File: src/hdl/pwtc_map.vh
`ifndef PWTC_MAP_VH
`define PWTC_MAP_VH
// Register indices (word addresses on the plain port)
`define PWTC_ADDR_CONTROL   4'h0
`define PWTC_ADDR_COUNT_LOW 4'h1
`define PWTC_ADDR_COUNT_HI  4'h2
`define PWTC_ADDR_IRQ_CTRL  4'h3
`define PWTC_ADDR_STATUS    4'h4
// Control register fields
`define PWTC_MODE_HI_BIT    7
`define PWTC_MODE_LO_BIT    6
`define PWTC_RUN_BIT        4
`define PWTC_EDGE_BIT       3
// Mode select encodings
`define PWTC_MODE_TIMER     2'h2
`define PWTC_MODE_EVENT     2'h1
`define PWTC_MODE_PULSE     2'h3
// Interrupt control fields
`define PWTC_IRQ_EN_BIT     0
`define PWTC_IRQ_FLAG_BIT   1
// Reset values and counter full value
`define PWTC_CONTROL_RESET  8'h00
`define PWTC_IRQ_RESET      8'h00
`define PWTC_COUNT_RESET    16'h0000
`define PWTC_COUNT_FULL     16'hFFFF
// Instruction clock divide
`define PWTC_CLK_DIV        2'h3
`endif

File: src/hdl/pwtc_input_sync.v
`timescale 1ns/100ps
// Two-stage synchroniser with edge detection on the tick-sampled level
module pwtc_input_sync (
    input  wire core_clk,
    input  wire reset,
    input  wire tick,
    input  wire pinIn,
    output reg  level,
    output wire rise,
    output wire fall
);
    reg stageOne;
    reg stageTwo;
    reg prevLevel;

    // Pin sampled into the two stages every clock
    always @(posedge core_clk) begin
        if (reset) begin
            stageOne <= 1'b0;
            stageTwo <= 1'b0;
        end else begin
            stageOne <= pinIn;
            stageTwo <= stageOne;
        end
    end

    // Events only take effect on the timer clock pulse
    always @(posedge core_clk) begin
        if (reset) begin
            level     <= 1'b0;
            prevLevel <= 1'b0;
        end else if (tick) begin
            level     <= stageTwo;
            prevLevel <= level;
        end
    end

    // Edge seen between current and previous sample
    assign rise = level & ~prevLevel;
    assign fall = ~level & prevLevel;
endmodule

File: src/hdl/pwtc_prescaler.v
`timescale 1ns/100ps
`include "pwtc_map.vh"
// Instruction clock tick, one core_clk cycle in four
module pwtc_prescaler (
    input  wire core_clk,
    input  wire reset,
    output reg  tick
);
    reg [1:0] divCount;

    // Free-running divide by four
    always @(posedge core_clk) begin
        if (reset) begin
            divCount <= 2'h0;
            tick     <= 1'b0;
        end else begin
            divCount <= divCount + 2'h1;
            tick     <= (divCount == `PWTC_CLK_DIV);
        end
    end
endmodule

File: src/hdl/pwtc_timer.v
`timescale 1ns/100ps
`include "pwtc_map.vh"
module pwtc_timer (
    input  wire       core_clk,
    input  wire       reset,
    input  wire [3:0] regAddr,
    input  wire [7:0] regWriteData,
    input  wire       regWrite,
    input  wire       regRead,
    output reg  [7:0] regReadData,
    input  wire       ch0InputPin,
    input  wire       powerDown,
    output reg        timerIrq,
    output reg        wakeUp,
    output reg        overflowPulse
);
    localparam ST_IDLE  = 3'b001;
    localparam ST_ARMED = 3'b010;
    localparam ST_COUNT = 3'b100;

    reg  [7:0]  ch0ControlReg;
    reg  [7:0]  irqControlReg;
    reg  [15:0] counter;
    reg  [15:0] preload;
    reg  [7:0]  lowWriteBuf;
    reg  [7:0]  lowReadBuf;
    reg  [2:0]  pulseState;
    reg  [2:0]  next_pulseState;
    reg         countNow;
    reg         autoStop;
    wire        tick;
    wire        pinLevel;
    wire        pinRise;
    wire        pinFall;
    wire [1:0]  modeSel;
    wire        runEnable;
    wire        edgeSel;
    wire        pulseMode;
    wire        eventMode;
    wire        timerMode;
    wire        accessHold;
    wire        startEdge;
    wire        stopEdge;
    wire        eventEdge;
    wire        overflow;
    wire        writeCtrl;
    wire        writeLow;
    wire        writeHigh;
    wire        writeIrq;
    wire [15:0] newPreload;

    pwtc_prescaler u_prescaler (
        .core_clk (core_clk),
        .reset    (reset),
        .tick     (tick)
    );

    pwtc_input_sync u_sync (
        .core_clk (core_clk),
        .reset    (reset),
        .tick     (tick),
        .pinIn    (ch0InputPin),
        .level    (pinLevel),
        .rise     (pinRise),
        .fall     (pinFall)
    );

    // Field decode of the control register
    assign modeSel   = {ch0ControlReg[`PWTC_MODE_HI_BIT], ch0ControlReg[`PWTC_MODE_LO_BIT]};
    assign runEnable = ch0ControlReg[`PWTC_RUN_BIT];
    assign edgeSel   = ch0ControlReg[`PWTC_EDGE_BIT];
    assign pulseMode = (modeSel == `PWTC_MODE_PULSE);
    assign eventMode = (modeSel == `PWTC_MODE_EVENT);
    assign timerMode = (modeSel == `PWTC_MODE_TIMER);

    // Register strobes
    assign writeCtrl = regWrite & (regAddr == `PWTC_ADDR_CONTROL);
    assign writeLow  = regWrite & (regAddr == `PWTC_ADDR_COUNT_LOW);
    assign writeHigh = regWrite & (regAddr == `PWTC_ADDR_COUNT_HI);
    assign writeIrq  = regWrite & (regAddr == `PWTC_ADDR_IRQ_CTRL);
    assign newPreload = {regWriteData, lowWriteBuf};

    // Counting clock held off while software touches the counter
    assign accessHold = writeLow | writeHigh
                      | (regRead & ((regAddr == `PWTC_ADDR_COUNT_LOW)
                      | (regAddr == `PWTC_ADDR_COUNT_HI)));

    // Active edges chosen by edge select
    assign startEdge = edgeSel ? pinRise : pinFall;
    assign stopEdge  = edgeSel ? pinFall : pinRise;
    assign eventEdge = edgeSel ? pinFall : pinRise;

    // Pulse measurement sequence
    always @* begin
        next_pulseState = pulseState;
        autoStop        = 1'b0;
        case (pulseState)
            ST_IDLE: begin
                if (pulseMode && runEnable)
                    next_pulseState = ST_ARMED;
            end
            ST_ARMED: begin
                if (!(pulseMode && runEnable))
                    next_pulseState = ST_IDLE;
                else if (tick && startEdge)
                    next_pulseState = ST_COUNT;
            end
            ST_COUNT: begin
                if (!(pulseMode && runEnable)) begin
                    next_pulseState = ST_IDLE;
                end else if (tick && stopEdge) begin
                    next_pulseState = ST_IDLE;
                    autoStop        = 1'b1;
                end
            end
            default: next_pulseState = ST_IDLE;
        endcase
    end

    // Counting qualifier per mode, power-down does not stop it
    always @* begin
        countNow = 1'b0;
        if (runEnable && tick && !accessHold) begin
            if (timerMode)
                countNow = 1'b1;
            else if (eventMode)
                countNow = eventEdge;
            else if (pulseMode)
                countNow = (pulseState == ST_COUNT) && !autoStop;
        end
    end

    assign overflow = countNow && (counter == `PWTC_COUNT_FULL);

    always @(posedge core_clk) begin
        if (reset)
            pulseState <= ST_IDLE;
        else
            pulseState <= next_pulseState;
    end

    // Control register, with self clear in pulse mode only
    always @(posedge core_clk) begin
        if (reset)
            ch0ControlReg <= `PWTC_CONTROL_RESET;
        else if (writeCtrl)
            ch0ControlReg <= regWriteData;
        else if (autoStop && pulseMode)
            ch0ControlReg[`PWTC_RUN_BIT] <= 1'b0;
    end

    // Counter, preload and low byte write buffer
    always @(posedge core_clk) begin
        if (reset) begin
            counter     <= `PWTC_COUNT_RESET;
            preload     <= `PWTC_COUNT_RESET;
            lowWriteBuf <= 8'h00;
        end else begin
            if (writeLow)
                lowWriteBuf <= regWriteData;
            if (writeHigh) begin
                preload <= newPreload;
                if (!runEnable)
                    counter <= newPreload;
            end else if (overflow) begin
                counter <= preload;
            end else if (countNow) begin
                counter <= counter + 16'h0001;
            end
        end
    end

    // Interrupt control: enable bit and sticky request flag
    always @(posedge core_clk) begin
        if (reset) begin
            irqControlReg <= `PWTC_IRQ_RESET;
        end else begin
            if (writeIrq)
                irqControlReg <= regWriteData;
            if (overflow)
                irqControlReg[`PWTC_IRQ_FLAG_BIT] <= 1'b1;
        end
    end

    // Interrupt, wake-up and overflow outputs
    always @(posedge core_clk) begin
        if (reset) begin
            timerIrq      <= 1'b0;
            wakeUp        <= 1'b0;
            overflowPulse <= 1'b0;
        end else begin
            overflowPulse <= overflow;
            timerIrq      <= overflow && irqControlReg[`PWTC_IRQ_EN_BIT];
            wakeUp        <= overflow && powerDown;
        end
    end

    // Read port, data in the cycle after the strobe
    always @(posedge core_clk) begin
        if (reset) begin
            regReadData <= 8'h00;
            lowReadBuf  <= 8'h00;
        end else begin
            regReadData <= 8'h00;
            if (regRead) begin
                case (regAddr)
                    `PWTC_ADDR_CONTROL:   regReadData <= ch0ControlReg;
                    `PWTC_ADDR_COUNT_LOW: regReadData <= lowReadBuf;
                    `PWTC_ADDR_COUNT_HI: begin
                        regReadData <= counter[15:8];
                        lowReadBuf  <= counter[7:0];
                    end
                    `PWTC_ADDR_IRQ_CTRL:  regReadData <= irqControlReg;
                    `PWTC_ADDR_STATUS:    regReadData <= {5'h00, pulseState == ST_COUNT,
                                                          pulseState == ST_ARMED, pinLevel};
                    default:              regReadData <= 8'h00;
                endcase
            end
        end
    end
endmodule

File: config.mk
export PLATFORM = sky130hd
export DESIGN_NAME = pwtc_timer
export DESIGN_NICKNAME = d
export VERILOG_FILES = /design/src/hdl/pwtc_input_sync.v /design/src/hdl/pwtc_prescaler.v /design/src/hdl/pwtc_timer.v
export VERILOG_INCLUDE_DIRS = /design/src /design/src/hdl
export SDC_FILE = /design/constraint.sdc
export NUM_CORES = 1
export LEC_CHECK = 0
export ABC_AREA = 1
export BUFFER_PORTS_ARGS = -buffer_cell sky130_fd_sc_hd__buf_2
export CORE_ASPECT_RATIO = 0.75
export CORE_MARGIN = 1.5
export CORE_UTILIZATION = 48
export DETAILED_ROUTE_END_ITERATION = 6
export PLACE_DENSITY = 0.66
export SLEW_MARGIN = 10
export SYNTH_ARGS = -nofsm -noshare
export SYNTH_HDL_FRONTEND = slang
export SYNTH_HIERARCHICAL = 1
export SYNTH_SLANG_ARGS = --single-unit
File: constraint.sdc
create_clock -name core_clk -period 1.77 [get_ports core_clk]
set_input_delay 0.354 -clock core_clk [delete_from_list [all_inputs] [get_ports core_clk]]
set_output_delay 0.354 -clock core_clk [all_outputs]
set_load 0.05 [all_outputs]
# After elaboration in Yosys (flattened, before gate mapping)
# Cells that the tools add are included.
[op_classes]
eq_ne = 16
n_reduce_logical = 20
add_sub_neg = 2
n_bitwise = 13
mux = 24
[ops]
columns = ["operator", "count"]
rows = [
  ["2-to-1 mux 16 bit", 4],
  ["case mux 8 bit (5 select lines)", 1],
  ["adder 16 x 1 -> 16 bit, second input constant", 1],
  ["equality test 16 bit, second input constant", 1],
  ["2-to-1 mux 3 bit", 5],
  ["2-to-1 mux 1 bit", 12],
  ["logical AND 1 bit", 10],
  ["case mux 3 bit (3 select lines)", 1],
  ["equality test 4 x 2 -> 1 bit, second input constant", 2],
  ["bitwise AND 1 bit", 7],
  ["equality test 2 bit, second input constant", 3],
  ["inequality test 3 bit, second input constant", 2],
  ["equality test 4 x 1 -> 1 bit, second input constant", 1],
  ["equality test 4 x 3 -> 1 bit, second input constant", 1],
  ["logical NOT 4 bit", 1],
  ["inequality test 2 bit, second input constant", 2],
  ["AND reduction 2 bit", 2],
  ["nonzero test 2 bit", 2],
  ["equality test 3 x 1 -> 1 bit, second input constant", 1],
  ["equality test 3 x 2 -> 1 bit, second input constant", 1],
  ["equality test 3 bit, second input constant", 1],
  ["inverter 1 bit", 3],
  ["OR 1 bit", 3],
  ["AND reduction 3 bit", 1],
  ["6 further kinds", 7],
]
[word_totals]
out_inout_bits = 11
input_bits = 18
wordCells = 94
reg_bits = 85

# Logic depth before layout (Yosys ltp)
[depth]
ltp_word = 16
depth_mapped = 13
depth_no_buf = 13

# By module
# Netlist, hierarchy kept.
[by_module_without_submodules]
columns = ["module", "cells_per_inst", "seq_area_each_um2", "area_per_inst_um2", "n_inst"]
rows = [
  ["pwtc_timer", 530, 1561.5, 3839.9, 1],
  ["pwtc_input_sync", 22, 80.1, 150.1, 1],
  ["pwtc_prescaler", 9, 60.1, 91.3, 1],
]

# Least setup slack after synthesis
# No wires, ideal clock.
[synth_path]
kind = "register to register"
from = "reg counter[0]"
to = "reg counter[0]"
path_slack_ns = 0.165
required_ns = 1.700
synth_period_minus_slack_ns = 1.605
stages_incl_launch_ff = 11
setup_ns = 0.070
path_buffers = 1
arrival_time_ns = 1.536
cell_sequence = "dfxtp_1 > ha_1 > nand3_2 > nor2_4 > nand3_4 > nor2_4 > nand3_4 > buf_6 > nand2_1 > nand3_1 > a21oi_1"
[synth_between]
elab_chain_len = 4
word_cells_on_any_way = 8
cone_classes = "add/sub: 1; eq/ne: 1; mux: 3; reduce/logical: 3"
[synth_rtl]
columns = ["item", "line_no", "rtl"]
rows = [
  ["start: declaration", "pwtc_timer.v:23", "reg [15:0] counter;"],
  ["start signal: assignment", "pwtc_timer.v:155", "counter <= `PWTC_COUNT_RESET;"],
  ["start signal: assignment", "pwtc_timer.v:164", "counter <= newPreload;"],
  ["start signal: assignment", "pwtc_timer.v:166", "counter <= preload;"],
  ["adder 16 x 1 -> 16 bit or equality test 16 bit (tied branches)", "n/a", ""],
  ["2-to-1 mux 16 bit or logical AND 1 bit (tied branches)", "pwtc_timer.v:167, pwtc_timer.v:133", ""],
  ["2-to-1 mux 16 bit or nonzero test 3 bit (tied branches)", "n/a", ""],
  ["2-to-1 mux 16 bit or AND reduction 2 bit (tied branches)", "n/a", ""],
]
# Parallel ways exist; a longest one is shown, timed or not. The select of a mux whose other input is x is not followed.
# A chain may end at the register's enable or synchronous reset.

# Final worst setup path
[layout_path]
from = "reg counter[1]"
to = "reg wakeUp"
[layout_between]
elab_chain_len = 3
[layout_rtl]
columns = ["item", "line_no", "rtl"]
rows = [
  ["equality test 16 bit (no source line)", "n/a", ""],
  ["logical AND 1 bit", "pwtc_timer.v:133", "assign overflow = countNow && (counter == `PWTC_COUNT_FULL);"],
  ["logical AND 1 bit", "pwtc_timer.v:194", "wakeUp <= overflow && powerDown;"],
  ["end signal: assignment", "pwtc_timer.v:194", ""],
  ["end: declaration", "pwtc_timer.v:14", "output reg wakeUp,"],
]
# No other way between the ends.

==> metrics.txt <==
# TYPE chip_impl_metric gauge
chip_impl_info{name="run_status",value="finished, final reports clean"} 1
chip_impl_metric{name="synthToLayoutAreaGrowth",unit="%"} 23.9
chip_impl_metric{name="worstPathBufferInverterCount",unit=""} 3
chip_impl_info{name="ctsRootBufferMaster",value="clkbuf_16"} 1
chip_impl_metric{name="drc_errors",unit=""} 0
chip_impl_metric{name="finalCriticalPeriod",unit="ps"} 1770
chip_impl_info{name="path_category_of_the_worst_min_delay_check",value="in2reg"} 1
chip_impl_metric{name="final_core_utilization",unit="%"} 62.8
chip_impl_metric{name="power_density",unit="mW/mm^2"} 824
chip_impl_metric{name="htree_levels",unit=""} 3
chip_impl_metric{name="total_of_hold_buffers_inserted_after_clock_tree_synthesis",unit=""} 0
chip_impl_metric{name="vdd.ir_drop.worst",unit="mV"} 0.750
chip_impl_metric{name="vias_per_cell",unit=""} 5.36
chip_impl_metric{name="syn_nets",unit=""} 581
chip_impl_metric{name="postRouteAntennaNets",unit=""} 0
chip_impl_metric{name="num-fill-cells",unit=""} 766
chip_impl_metric{name="max_cap_violations",unit=""} 0
chip_impl_metric{name="drtIter0Drc",unit=""} 325
chip_impl_metric{name="numClockSinks",unit=""} 85
chip_impl_metric{name="max_stage_delay",unit="ps"} 360
chip_impl_metric{name="max_slew_vio_count",unit=""} 0
chip_impl_metric{name="worst_slack",unit="ps"} 0.801
chip_impl_metric{name="die-height",unit="um"} 82.9
chip_impl_metric{name="overall_via_count_from_detail_route",unit=""} 3992
chip_impl_info{name="cts_tree",value="done"} 1
chip_impl_metric{name="postSynthRegisterBits",unit=""} 85
chip_impl_metric{name="worstSkewPairLatency",unit="ps"} 340
chip_impl_metric{name="placementRows",unit=""} 28
chip_impl_metric{name="wire_per_inst",unit="um"} 15.7
chip_impl_metric{name="fin_hold_ws",unit="ps"} 218
chip_impl_info{name="critPathLaunchType",value="flop"} 1
chip_impl_info{name="crit_chain",value="ha_4 -> nand3_4 -> nor2_4 -> nand3_4 -> nor2_4 -> nand3_4 -> buf_6 -> buf_6 -> nor2_4 -> inv_2 -> nor2_1"} 1
chip_impl_metric{name="detailroute.wirelength.met3",unit="um"} 1200
chip_impl_metric{name="overflow",unit=""} 0
chip_impl_metric{name="finalSetupViolations",unit=""} 0
chip_impl_metric{name="design.die.area",unit="sq mm"} 0.00907
chip_impl_metric{name="met2_wirelength",unit="um"} 4840
chip_impl_metric{name="cts_buffers",unit=""} 9
chip_impl_metric{name="post-place-ws",unit="ps"} -145
chip_impl_metric{name="post-dp-hpwl",unit="um"} 8570
chip_impl_metric{name="syn_inst",unit=""} 561
chip_impl_metric{name="start_util",unit="%"} 50.7
chip_impl_metric{name="timing_worst_slew_pin_value",unit="ps"} 484
chip_impl_metric{name="diodes",unit=""} 0
chip_impl_metric{name="seq_power_share",unit="%"} 47.1
chip_impl_metric{name="wirelength",unit="um"} 11700
chip_impl_metric{name="clkSlewWorstSetupHoldPaths",unit="ps"} 60
chip_impl_metric{name="leakagePower",unit="nW"} 2.14
chip_impl_metric{name="internal_power",unit="mW"} 3.18
chip_impl_metric{name="required",unit="ps"} 2050
chip_impl_metric{name="layout.nets",unit=""} 655
chip_impl_metric{name="grt_pass1_wl",unit="um"} 18700
chip_impl_metric{name="share_of_post_route_cells_with_drive_strength_above_1",unit="%"} 22.8
chip_impl_metric{name="maximum_clock_rate",unit="GHz"} 0.565
chip_impl_metric{name="fin_crit_sh",unit="%"} 100
chip_impl_metric{name="fin_worst_skew",unit="ps"} 7.40
chip_impl_metric{name="finalSetupTns",unit="ps"} 0
chip_impl_metric{name="drt-met1-wl",unit="um"} 5450
chip_impl_info{name="timing_worst_setup_path_type",value="reg2reg"} 1
chip_impl_metric{name="grt.total_usage",unit="%"} 27.0
chip_impl_metric{name="worst-endpoint-arrival",unit="ps"} 2050
chip_impl_metric{name="placed_instances",unit=""} 720
chip_impl_metric{name="critical_path.max_fanout",unit=""} 7
chip_impl_metric{name="total_switching_power",unit="mW"} 0.989
chip_impl_info{name="cp-end-kind",value="flop"} 1
chip_impl_metric{name="grt_start_max_net_pins",unit=""} 39
chip_impl_info{name="rsz0062_at_grt",value="yes"} 1
chip_impl_metric{name="floorplan.die.width",unit="um"} 109
chip_impl_metric{name="post_synth_instance_area",unit="sq mm"} 0.00408
chip_impl_info{name="crit_path_top_delay_cell",value="dfxtp_2"} 1
chip_impl_metric{name="clock_path_buffers",unit=""} 2
chip_impl_metric{name="synth.distinct_cells",unit=""} 41
chip_impl_info{name="top_signal_layer_used",value="met4"} 1
chip_impl_metric{name="hold_violations",unit=""} 0
chip_impl_metric{name="grt_pass1_vias",unit=""} 3636
chip_impl_info{name="cp_top_family",value="simple AND/OR/NAND/NOR gates"} 1
chip_impl_metric{name="numPortBuffers",unit=""} 28
chip_impl_metric{name="coreArea",unit="sq mm"} 0.00806
chip_impl_metric{name="syn_area_per_cell",unit="sq um"} 7.28
chip_impl_metric{name="first_pass_iters",unit=""} 5
chip_impl_metric{name="power.clock.fraction",unit="%"} 46.7
chip_impl_metric{name="switching_share",unit="%"} 23.7
chip_impl_metric{name="yosysSeqAreaShare",unit="%"} 41.7
chip_impl_metric{name="power.share.combinational",unit="%"} 6.2
chip_impl_metric{name="post_layout_nonfiller_instances",unit=""} 745
chip_impl_metric{name="gp_congestion",unit=""} 0.924
chip_impl_metric{name="relSlewSlack",unit="%"} 67.5
chip_impl_metric{name="synthesis.yosys.warnings",unit=""} 6
chip_impl_metric{name="grt_antenna_before_repair",unit=""} 0
chip_impl_metric{name="io_pins",unit=""} 29
==> path summary, 6_finish.rpt <==
check                         end  cells after the start            start  slack [ps]
hold / removal    u_sync/stageOne                      3      ch0InputPin         220
setup / recovery           wakeUp                     11       counter[1]         0.8
setup reg to reg           wakeUp                     11       counter[1]         0.8
hold reg to reg   u_sync/stageTwo                      2  u_sync/stageOne         410
==> flip-flops by register name, indices dropped and copies added, names as in the netlist <==
register / count
lowWriteBuf: 8
irqControlReg: 8
overflowPulse: 1
regReadData: 8
ch0ControlReg: 8
u_sync/stageOne: 1
preload: 16
counter: 16
u_prescaler/divCount: 2
lowReadBuf: 8
u_prescaler/tick: 1
timerIrq: 1
u_sync/level: 1
u_sync/stageTwo: 1
wakeUp: 1
pulseState: 3
u_sync/prevLevel: 1
==> per-layer routing <==
metal	track usage [%]	vias up
met3	6.28	25
met5	0	-
met2	37.0	195
met4	8.85	0
met1	40.9	1789
li1	-	1983
==> cell type report <==
class,count,area [sq um],share of cell area [%]
clock buffers,10,239,4.72
multi-input cells,377,2040,40.3
repair buffers,83,573,11.3
clock inverters,6,68.8,1.36
flip-flops and latches,85,1710,33.8
well taps,105,131,2.60
inverters,79,297,5.86
==> cells in the final DEF (no fill, tap or decap), drive strengths merged <==
cell type | synthesis | routed
nand3b | 1 | 1
xor2 | 6 | 6
a221oi | 6 | 6
nor2 | 71 | 71
or2 | 4 | 4
o21ai | 50 | 50
a211oi | 1 | 1
clkinv | 1 | 2
a21boi | 5 | 5
o21a | 2 | 2
a21oi | 50 | 50
inv | 78 | 81
a22oi | 2 | 2
nand2 | 104 | 105
clkbuf | 9 | 10
o221ai | 1 | 1
buf | 12 | 83
xnor2 | 4 | 4
o211ai | 2 | 2
nor3 | 4 | 4
nand3 | 44 | 44
dfxtp | 85 | 85
nand4 | 9 | 9
clkinvlp | 0 | 1
ha | 2 | 2
o22ai | 8 | 8
bufinv | 0 | 1
==> kinds of logic (layout without fill, tap and decap cells) <==
kind of cell	after synthesis	count (layout)	share of synthesized area (%)
xor gates and xnor gates	10	10	2.15
AOI/OAI and AO/OA	127	127	17.7
and+or+nand+nor	237	238	27.3
adders and majority gates	2	2	0.613
buffers and inverters	100	178	10.5
DFF	85	85	41.7
==> tightest hold or removal path: cells and delay by family <==
kind                   cells  cell delay [ps]
AND/OR/NAND/NOR            1               70
buffers and inverters      2              110
==> power by group through the flow <==
stage,Combinational [mW],Sequential [mW],Clock [mW]
3_3_place_gp,0.241,2.00,0
3_5_place_dp,0.244,2.00,0
4_1_cts,0.247,1.96,1.98
2_1_floorplan,0.138,2.01,0
6_report,0.257,1.96,1.95
5_1_grt,0.283,1.96,2.06
==> stage by stage <==
step	power [mW]	instance area, sq um
floorplan	2.14	4080
global placement	2.24	4580
detailed placement	2.25	4580
CTS	4.19	4940
global route	4.31	5060
finish	4.17	5060
==> synthesized netlist by cell type (all sizes together) <==
cell type / number / area share, %
a21oi: 50 / 6.6
nor3: 4 / 0.49
nand3: 44 / 6.3
nand4: 9 / 1.4
a221oi: 6 / 1.3
inv: 78 / 7.2
buf: 12 / 2.2
clkinv: 1 / 0.092
dfxtp: 85 / 42
xnor2: 4 / 0.86
nor2: 71 / 7.8
nand3b: 1 / 0.18
ha: 2 / 0.61
nand2: 104 / 11
o221ai: 1 / 0.21
a211oi: 1 / 0.18
or2: 4 / 0.67
xor2: 6 / 1.3
o22ai: 8 / 1.2
o21a: 2 / 0.37
o21ai: 50 / 6.1
clkbuf: 9 / 1.1
o211ai: 2 / 0.37
a21boi: 5 / 0.92
a22oi: 2 / 0.37
==> timing repair <==
action,CTS,global route
setup endpoints to repair,16,18
gates resized for setup,6,27
cloned,0,1
buffers inserted,3,5
pin swaps,2,9
No activity file was read; power rests on OpenSTA's default activity.
